$ cat src/pkg/timer3_defs.vh
`ifndef TIMER3_DEFS_VH
`define TIMER3_DEFS_VH

// Register addresses.
`define ADDR_CONTROL        8'hc4
`define ADDR_RELOAD_LOW     8'hc5
`define ADDR_RELOAD_HIGH    8'hc6

// Control register fields.
`define CTL_BAUD_DOUBLE     7
`define CTL_ERR_SELECT      6
`define CTL_BAUD_SOURCE     5
`define CTL_OVF_FLAG        4
`define CTL_RUN             3
`define CTL_PS_HI           2
`define CTL_PS_LO           0

// Reset values.
`define RESET_CONTROL       8'h00
`define RESET_RELOAD        8'h00
`define RDATA_UNMAPPED      8'h00

// Timer geometry.
`define TIMER_WIDTH         16
`define PS_WIDTH            3
`define PS_COUNT_WIDTH      7
`define COUNT_MAX           16'hffff

`endif

$ cat src/logic/timer3_control.v
// Overview of operation
// - The timer holds its count while the run bit is 0 and counts while it is 1.
// - The 3-bit prescale field divides the timer clock by 1, 2, 4 up to 128.
// - The overflow flag is set whenever the timer count overflows.
// - The overflow flag clears itself when the processor enters this timer's interrupt routine.
// - Software writes may set or clear the overflow flag directly.
// - The baud source bit picks the first timer (0) or this timer (1) overflow for serial port 0.
// - The baud double bit doubles serial port 1's baud rate in its mode 2.
// - The error access bit routes control bit 7 of serial port 1 to the mode bit (0) or framing error (1).
// - Two 8-bit reload registers form the 16-bit reload value, low byte and high byte.
`timescale 1ns/100ps
`include "timer3_defs.vh"

module timer3_control #(
	parameter TIMER_WIDTH = `TIMER_WIDTH
) (
	// Clock and reset.
	input  wire       CLOCK,
	input  wire       RST,
	// Special function register port.
	input  wire [7:0] SFR_ADDR,
	input  wire [7:0] SFR_WDATA,
	input  wire       SFR_WE,
	output reg  [7:0] SFR_RDATA,
	// Interrupt entry acknowledge.
	input  wire       INT_ACK,
	// Baud clock sources and interrupt request.
	input  wire       FIRST_TIMER_OVERFLOW,
	output wire       PORT0_BAUD_TICK,
	output wire       THIRD_TIMER_OVERFLOW,
	output wire       THIRD_TIMER_IRQ,
	// Serial port 1 control.
	input  wire       PORT1_MODE2,
	output wire       PORT1_BAUD_DOUBLE,
	input  wire       PORT1_CTL7_WRITE,
	input  wire       PORT1_CTL7_WDATA,
	output wire       PORT1_MODE_BIT0_WE,
	output wire       PORT1_FRAMING_ERROR_WE,
	output wire       PORT1_CTL7_WDATA_OUT,
	input  wire       PORT1_MODE_BIT0,
	input  wire       PORT1_FRAMING_ERROR,
	output wire       PORT1_CTL7_READ
);

	reg  [7:0]             control_reg;
	reg  [7:0]             reload_low_reg;
	reg  [7:0]             reload_high_reg;
	reg  [TIMER_WIDTH-1:0] count_reg;
	reg  [7:0]             control_next;
	reg                    flag_next;
	wire                   run;
	wire                   tick;
	wire                   overflow;
	wire                   wr_control;
	wire                   wr_reload_low;
	wire                   wr_reload_high;
	wire                   sel_control;
	wire                   sel_reload_low;
	wire                   sel_reload_high;
	wire [`PS_WIDTH-1:0]   third_timer_prescale;
	wire                   third_timer_overflow_flag;
	wire                   port0_baud_source_select;
	wire                   port1_error_access_select;
	wire                   port1_baud_double;
	wire [TIMER_WIDTH-1:0] reload_value;

	// Control fields by name.
	assign run                       = control_reg[`CTL_RUN];
	assign third_timer_prescale      = control_reg[`CTL_PS_HI:`CTL_PS_LO];
	assign third_timer_overflow_flag = control_reg[`CTL_OVF_FLAG];
	assign port0_baud_source_select  = control_reg[`CTL_BAUD_SOURCE];
	assign port1_error_access_select = control_reg[`CTL_ERR_SELECT];
	assign port1_baud_double         = control_reg[`CTL_BAUD_DOUBLE];

	// One decode serves both the write strobes and the read mux, so they cannot disagree.
	assign sel_control     = (SFR_ADDR == `ADDR_CONTROL);
	assign sel_reload_low  = (SFR_ADDR == `ADDR_RELOAD_LOW);
	assign sel_reload_high = (SFR_ADDR == `ADDR_RELOAD_HIGH);
	assign wr_control      = SFR_WE && sel_control;
	assign wr_reload_low   = SFR_WE && sel_reload_low;
	assign wr_reload_high  = SFR_WE && sel_reload_high;

	assign reload_value = {reload_high_reg, reload_low_reg};

	prescale_divider #(
		.SEL_WIDTH (`PS_WIDTH),
		.CNT_WIDTH (`PS_COUNT_WIDTH)
	) u_prescale (
		.clk    (CLOCK),
		.rst    (RST),
		.enable (run),
		.select (third_timer_prescale),
		.tick   (tick)
	);

	assign overflow = tick && (count_reg == {TIMER_WIDTH{1'b1}});

	always @(posedge CLOCK or posedge RST) begin
		if (RST) begin
			count_reg <= {TIMER_WIDTH{1'b0}};
		end else if (overflow) begin
			count_reg <= reload_value;
		end else if (tick) begin
			count_reg <= count_reg + {{(TIMER_WIDTH-1){1'b0}}, 1'b1};
		end
	end

	// Flag next value; a hardware set wins so that no overflow is ever lost to a clear.
	always @* begin
		flag_next = third_timer_overflow_flag;
		if (wr_control) begin
			flag_next = SFR_WDATA[`CTL_OVF_FLAG];
		end
		if (INT_ACK) begin
			flag_next = 1'b0;
		end
		if (overflow) begin
			flag_next = 1'b1;
		end
	end

	// Software owns every other control bit.
	always @* begin
		control_next = control_reg;
		if (wr_control) begin
			control_next = SFR_WDATA;
		end
		control_next[`CTL_OVF_FLAG] = flag_next;
	end

	always @(posedge CLOCK or posedge RST) begin
		if (RST) begin
			control_reg <= `RESET_CONTROL;
		end else begin
			control_reg <= control_next;
		end
	end

	// Reload writes are not blocked while running; the timer picks up the latest bytes at its next overflow.
	// Writes expected while halted.
	always @(posedge CLOCK or posedge RST) begin
		if (RST) begin
			reload_low_reg <= `RESET_RELOAD;
		end else if (wr_reload_low) begin
			reload_low_reg <= SFR_WDATA;
		end
	end

	always @(posedge CLOCK or posedge RST) begin
		if (RST) begin
			reload_high_reg <= `RESET_RELOAD;
		end else if (wr_reload_high) begin
			reload_high_reg <= SFR_WDATA;
		end
	end

	// Read mux; unmapped addresses read zero.
	always @* begin
		if (sel_control) begin
			SFR_RDATA = control_reg;
		end else if (sel_reload_low) begin
			SFR_RDATA = reload_low_reg;
		end else if (sel_reload_high) begin
			SFR_RDATA = reload_high_reg;
		end else begin
			SFR_RDATA = `RDATA_UNMAPPED;
		end
	end

	assign THIRD_TIMER_OVERFLOW = overflow;
	assign THIRD_TIMER_IRQ      = third_timer_overflow_flag;

	assign PORT0_BAUD_TICK = port0_baud_source_select ? overflow : FIRST_TIMER_OVERFLOW;

	assign PORT1_BAUD_DOUBLE = port1_baud_double && PORT1_MODE2;

	assign PORT1_MODE_BIT0_WE     = PORT1_CTL7_WRITE && !port1_error_access_select;
	assign PORT1_FRAMING_ERROR_WE = PORT1_CTL7_WRITE && port1_error_access_select;
	assign PORT1_CTL7_WDATA_OUT   = PORT1_CTL7_WDATA;
	assign PORT1_CTL7_READ        = port1_error_access_select ? PORT1_FRAMING_ERROR : PORT1_MODE_BIT0;

endmodule // timer3_control

$ cat src/logic/prescale_divider.v
`timescale 1ns/100ps
`include "timer3_defs.vh"

module prescale_divider #(
	parameter SEL_WIDTH = `PS_WIDTH,
	parameter CNT_WIDTH = `PS_COUNT_WIDTH
) (
	// Clock and reset.
	input  wire                 clk,
	input  wire                 rst,
	// Control.
	input  wire                 enable,
	input  wire [SEL_WIDTH-1:0] select,
	// Tick out.
	output wire                 tick
);

	reg  [CNT_WIDTH-1:0] count_reg;
	wire [CNT_WIDTH-1:0] limit;

	// The limit is divisor minus one, so code zero ticks every cycle.
	assign limit = ({{(CNT_WIDTH-1){1'b0}}, 1'b1} << select) - {{(CNT_WIDTH-1){1'b0}}, 1'b1};
	assign tick  = enable && (count_reg >= limit);

	// A halted timer restarts its prescale phase from zero.
	always @(posedge clk or posedge rst) begin
		if (rst) begin
			count_reg <= {CNT_WIDTH{1'b0}};
		end else if (!enable || tick) begin
			count_reg <= {CNT_WIDTH{1'b0}};
		end else begin
			count_reg <= count_reg + {{(CNT_WIDTH-1){1'b0}}, 1'b1};
		end
	end

endmodule // prescale_divider

$ cat config.mk
export PLATFORM = sky130hd
export DESIGN_NAME = timer3_control
export DESIGN_NICKNAME = d
export VERILOG_FILES = /design/src/logic/timer3_control.v /design/src/logic/prescale_divider.v
export VERILOG_INCLUDE_DIRS = /design/src /design/src/pkg
export SDC_FILE = /design/constraint.sdc
export NUM_CORES = 1
export LEC_CHECK = 0
export BUFFER_PORTS_ARGS = -buffer_cell sky130_fd_sc_hd__buf_2
export CORE_MARGIN = 3
export CORE_UTILIZATION = 44
export CTS_BUF_LIST = sky130_fd_sc_hd__clkbuf_4 sky130_fd_sc_hd__clkbuf_8
export CTS_CLUSTER_SIZE = 16
export DETAILED_ROUTE_END_ITERATION = 10
export GPL_ROUTABILITY_DRIVEN = 0
export PLACE_DENSITY = 0.62
export SYNTH_ARGS = -nofsm -noshare
export SYNTH_HDL_FRONTEND = slang
export SYNTH_HIERARCHICAL = 1
export SYNTH_SLANG_ARGS = --single-unit
$ cat constraint.sdc
create_clock -name CLOCK -period 8.2 [get_ports CLOCK]
set_input_delay 1.64 -clock CLOCK [delete_from_list [all_inputs] [get_ports CLOCK]]
set_output_delay 1.64 -clock CLOCK [all_outputs]
set_load 0.03 [all_outputs]
==> results of run 1 <==
==> synth_stat cells, types with 2 or more instances <==
library cell,n
dfrtp_1,47
nor2_1,32
mux2_2,26
nand2_1,20
a21oi_1,19
mux2i_1,13
nand3_1,10
ha_1,9
inv_1,8
o21ai_0,7
nand4_1,6
a31oi_1,4
buf_2,4
clkbuf_1,4
nor2b_1,4
nor3_1,4
o22ai_1,4
xor2_1,4
a41oi_1,3
or3_1,3
a21oi_2,2
and2_1,2
and4_1,2
nor4_1,2
nor4b_4,2
o21ai_2,2
==> cell type report <==
type | instances | area, sq um | share of cell area, %
flip-flops and latches | 47 | 1176 | 39.00
repair buffers | 40 | 202.7 | 6.722
inverters | 8 | 30.03 | 0.9959
clock buffers | 6 | 82.58 | 2.739
multi-input cells | 196 | 1399 | 46.39
well taps | 72 | 90.09 | 2.988
clock inverters | 2 | 35.03 | 1.162
==> where the power goes <==
group,total [W],switching [W],internal (W)
Combinational,0.0000544,0.0000301,0.0000243
Clock,0.000177,0.0000780,0.0000987
Sequential,0.000257,0.0000132,0.000244
Total,0.000488,0.000121,0.000367
==> layout by cell type (no fill, tap or decap), types with 2 or more instances in the layout <==
master / instances
dfrtp_1: 47
buf_2: 39
nor2_1: 32
mux2_2: 26
nand2_1: 20
a21oi_1: 19
mux2i_1: 13
nand3_1: 10
ha_1: 9
inv_1: 8
o21ai_0: 7
nand4_1: 6
clkbuf_8: 6
a31oi_1: 4
nor3_1: 4
o22ai_1: 4
nor2b_1: 4
xor2_1: 4
or3_1: 3
a41oi_1: 3
nor4b_4: 2
and4_1: 2
nor4_1: 2
and2_1: 2
o21ai_2: 2
a21oi_2: 2
==> worst paths after layout <==
path	slack (ps)	endpoint	startpoint
hold / removal	500	count_reg[10]	count_reg[10]
setup reg to reg	4570	count_reg[3]	control_reg[2]
hold reg to reg	500	count_reg[10]	count_reg[10]
setup / recovery	2790	PORT0_BAUD_TICK	control_reg[2]
max in group asynchronous	6380	reload_high_reg[6]	RST
min in group asynchronous	1260	u_prescale/count_reg[6]	RST
==> critical path, cell delays in order, from the launching register on <==
cell and delay [ps]:
dfrtp_1 470, or3_1 380, ha_1 280, nor2b_1 50
o21ai_2 150, a41oi_1 130, nor2b_1 640, nand4_1 340
nor4_4 600, mux2_2 250, buf_2 190
==> logic make-up (layout without fill, tap and decap cells) <==
group,count (synthesis),after routing,share of synthesized area [%]
simple gates,94,94,19.33
flops,47,47,44.42
xor+xnor,5,5,1.654
fa+ha+maj,9,9,4.253
buf+inv,17,56,2.741
mux,39,39,15.97
compound gates,49,49,11.63
==> metrics by stage <==
stage               cell area [sq um]  utilization, %  power (W)  hold WS [ps]  worst slack [ps]
global placement                 2898           51.06  0.0003150         490.0              3203
detailed placement               2898           51.06  0.0003166         496.2              3135
CTS                              3015           53.13  0.0004928         504.7              2785
finish                           3015           53.13  0.0004882         501.6              2789
floorplan                        2648               -  0.0002988         465.5              3714
global route                     3015           53.13  0.0005130         546.5              2457
==> routing by layer <==
layer  routed length (microns)  up-vias  global-route usage [%]
met3                       193        7                   3.653
met4                        61        0                   4.386
met2                      2873       35                   28.42
li1                          -     1019                       -
met5                         0        -                       0
met1                      2939     1046                   26.01
==> results.md, run 1 <==
* RSZ-0062 raised after global routing: false
* DRC at 0
* Per-cell routed wire length at 16.35 microns
* Setup TNS at 0 ps
* Initial antenna violation count at 0
* CP Class: reg -> out
* Power per cell area at 161.9 nW/um^2
* WHS Path Cells at 1
* Post-Place Cells at 363
* H-tree depth at 2
* Minimum clock period at 5411 ps
* Cells after Synth at 260
* Synth top area cells: dfrtp_1 (44%), mux2_2 (11%), mux2i_1 (4.9%)
* Finished Layout Cells at 371
* Final Cycle Share at 65.99%
* Number of flops mapped to enable cells by yosys at 0
* GRT Overall Usage at 18.22%
* Via Count at 2,107
* Yosys warning total at 6
* CTS max path bufs at 2
* Die area at 6984 sq um
* Sink Count at 47
* Chip width at 83.57 microns
* Mean Syn Cell Area at 10.18 sq um
* Min-Delay Path Class: reg -> reg
* CTS tree: built
* CP Launch Type: flop
* Leading area contributor after synthesis: dfrtp_1
* Setup Buffers After CTS at 0
* Worst EP arrival at 3770 ps
* HPWL Detailed at 4.499 mm
* Largest register FFs at 16
* Clock slew seen by the registers of the worst setup and hold paths at 90 ps
* Clock latency on the worst-skew pair at 300 ps
* Leakage power at 1.422 nW
* # IOs at 42
* Relative slew slack at 47.10%
* Fmax achieved at 184.8 MHz
* CP endpoint kind: primary output
* Register area share after synthesis at 44.42%
* Total of max-cap violations at 0
* WL final at 6.067 mm
* Die height at 83.57 microns
* #FFs+latches synth at 47
* FILL cells at 510
* Post-synth ARST share at 100.0%
* Most used DFF post-synth: dfrtp_1
* Layout cells sized above 1 at 28.43%
* VDD IR max at 0.09777 mV
* Distinct cells, synth at 43
* GR Overflow Total at 0
* Drt first-iter violations at 123
* Core area at 5675 sq um
* Vias per cell at 5.679
* Hold_buf cts at 0
* Synth Cell Area at 2648 sq um
* Syn Nets at 295
* Top cell type's share of synthesized area at 44.42%
* Post-CTS resize count at 0
* Num CTS Buffers at 5
* Post-route ant nets at 0
* Req. time, crit path at 6560 ps
* Worst-margin pin slew at 791.8 ps
* Number of global-route vias before repair at 2,128
* CTS Root Cell: clkbuf_8
* Final Setup Violations at 0
* Area growth syn-to-layout at 13.89%
* Ant diodes at 0
* Skew final at 5.583 ps
* Starting Density at 46.65%
* Nets at 333
* CP Max Fanout at 13
* Largest net degree at the start of global routing at 41
* First-pass DRT Iterations at 4
* Port Buf Inserts at 39
* Status: completed
* Final slew viol count at 0
* Final hold vios at 0
* Num rows at 27
* Reg2Reg Depth at 11
* First-pass GRT wire length at 10.37 mm
Power figures use the tool's default switching activity.
==> run 2, diff against run 1 <==
- ABC_AREA: default -> 1
- PLACE_DENSITY: 0.62 -> 0.61
- clock period: 8.2 -> 5.3 ns (I/O delays scaled with it)
==> results.md, run 2 <==
* HPWL Detailed at 5.163 mm
* Commonest non-fill, non-tap cell in the layout: nand2_1
* GR Overflow Total at 0
* Syn Nets at 446
* CP endpoint kind: primary output
* Post-Place Cells at 533
* Relative slew slack at 53.79%
* Leakage power at 1.700 nW
* Number of flops mapped to enable cells by yosys at 0
* First-pass DRT Iterations at 4
* Min-Delay Path Class: reg -> reg
* Via Count at 2,645
* Num rows at 29
* Final Cycle Share at 82.19%
* Register area share after synthesis at 38.35%
* Finished Layout Cells at 540
* Final Instance Area at 3391 sq um
* WL final at 7.004 mm
* Setup TNS at 0 ps
* Minimum clock period at 4356 ps
* Port Buf Inserts at 39
* Status: completed
* Starting Density at 46.69%
* Yosys warning total at 6
* Top-count cell post-synth: nand2_1
* Final slew viol count at 0
* FILL cells at 645
* # IOs at 42
* Die height at 89.49 microns
* Num CTS Buffers at 5
* Multi-input combinational cell area at 1598 sq um
* Final hold vios at 0
* Setup Buffers After CTS at 0
* Die area at 8008 sq um
* Per-cell routed wire length at 12.97 microns
* Cell chain of the critical path: nor2_1, nand2_1, ha_1, inv_1, nand2_1, nand2_1, nand2_1, nand2_1, a21boi_2, buf_4, nand3_1, nor2_2, nand4_4, a21oi_1, buf_2
* Drt first-iter violations at 187
* Most used DFF post-synth: dfrtp_1
* Final hold slack at 519.8 ps
* #FFs+latches synth at 47
* Largest net degree at the start of global routing at 41
* Hold_buf cts at 0
* Post-CTS resize count at 0
* Sink Count at 47
* Largest register FFs at 16
* Skew final at 6.818 ps
* FF+latch area at 1176 sq um
* Number of global-route vias before repair at 2,462
* Synth top area cells: dfrtp_1 (38%), nand2_1 (17%), nand3_1 (7.0%)
* CP Class: reg -> out
* Worst EP arrival at 3300 ps
* Post-synth ARST share at 100.0%
* Leading area contributor after synthesis: dfrtp_1
* Post-route ant nets at 0
* Top cell type's share of synthesized area at 38.35%
* Clock slew seen by the registers of the worst setup and hold paths at 90 ps
* Distinct cells, synth at 36
* Synth Cell Area at 3067 sq um
* DRC at 0
* Worst-margin pin slew at 690.6 ps
* Final Setup Violations at 0
* Vias per cell at 4.898
* Layout cells sized above 1 at 18.79%
* Most frequent cells in the layout: nand2_1 (140), inv_1 (51), dfrtp_1 (47)
* Core area at 6568 sq um
* CTS max path bufs at 2
* Chip width at 89.49 microns
* Initial antenna violation count at 0
* CP Max Fanout at 25
* CTS tree: built
* Final Util at 51.63%
* Mean Syn Cell Area at 7.462 sq um
* Slowest stage delay, CP at 460 ps
* GRT Overall Usage at 19.57%
* Req. time, crit path at 4240 ps
* VDD IR max at 0.08733 mV
* CP Launch Type: flop
* RSZ-0062 raised after global routing: false
* Ant diodes at 0
* Clock latency on the worst-skew pair at 310 ps
* H-tree depth at 2
* CTS Root Cell: clkbuf_8
* Post-synth top cells: nand2_1 (140), inv_1 (51), dfrtp_1 (47)
* First-pass GRT wire length at 11.97 mm
* Cells after Synth at 411
* Fmax achieved at 229.6 MHz
* Area growth syn-to-layout at 10.57%
* Nets at 482
* Total of max-cap violations at 0
* Cell mode on critical path: nand2_1
* Power per cell area at 208.8 nW/um^2
* Critical-path top delay cell: dfrtp_1
* Placed cell areas at 3303 sq um
==> run 2: worst max-delay path: cells and delay by family (launching register included) <==
kind / cells / cell delay, ps
adder cells (fa/ha/maj): 1 / 270
AND/OR/NAND/NOR: 9 / 1400
AO/OA/AOI/OAI: 2 / 330
buffers and inverters: 3 / 520
flip-flops: 1 / 460
==> run 2: path summary, 6_finish.rpt <==
kind                                startpoint                 endpoint  slack, ps  cells after the start
worst min register to register  control_reg[7]           control_reg[7]        520                      2
min in group asynchronous                  RST  u_prescale/count_reg[5]        680                      2
worst max-delay path            control_reg[2]          PORT0_BAUD_TICK        940                     15
worst max register to register  control_reg[2]             count_reg[1]       2310                     16
worst min-delay path            control_reg[7]           control_reg[7]        520                      2
max in group asynchronous                  RST           control_reg[6]       4050                      3
==> run 2: layout make-up <==
type | instances | area share (%)
clock inverters | 1 | 0.1476
flip-flops and latches | 47 | 34.69
clock buffers | 6 | 2.435
well taps | 93 | 3.432
repair buffers | 41 | 6.199
multi-input cells | 298 | 47.12
inverters | 54 | 5.978
==> run 2: per-stage QoR <==
step	setup WS (ps)	total power [W]
2_1_floorplan	1826	0.0004625
3_3_place_gp	1348	0.0004891
3_5_place_dp	1245	0.0004905
4_1_cts	921.3	0.0007127
5_1_grt	491.2	0.0007449
6_report	943.8	0.0007079
==> run 2: kinds of logic (layout without fill, tap and decap cells) <==
family | Yosys count | after routing | share of synthesized area (%)
buf+inv | 66 | 102 | 9.669
xor+xnor | 6 | 6 | 1.714
flops | 47 | 47 | 38.35
mux | 1 | 1 | 0.3672
fa+ha+maj | 9 | 9 | 3.672
compound gates | 39 | 39 | 7.834
simple gates | 243 | 243 | 38.39
==> run 2: layer usage <==
layer,GRT usage (%),vias to the layer above,wire length (microns)
met4,5.142,0,77
met2,31.35,53,3213
li1,-,1373,-
met5,0,-,0
met1,27.45,1213,3403
met3,3.318,6,310
==> run 2: where the power goes <==
group | total (W) | internal, W | switching [W]
clock network | 0.000226 | 0.000103 | 0.000123
logic | 0.0000870 | 0.0000317 | 0.0000553
registers | 0.000395 | 0.000378 | 0.0000173
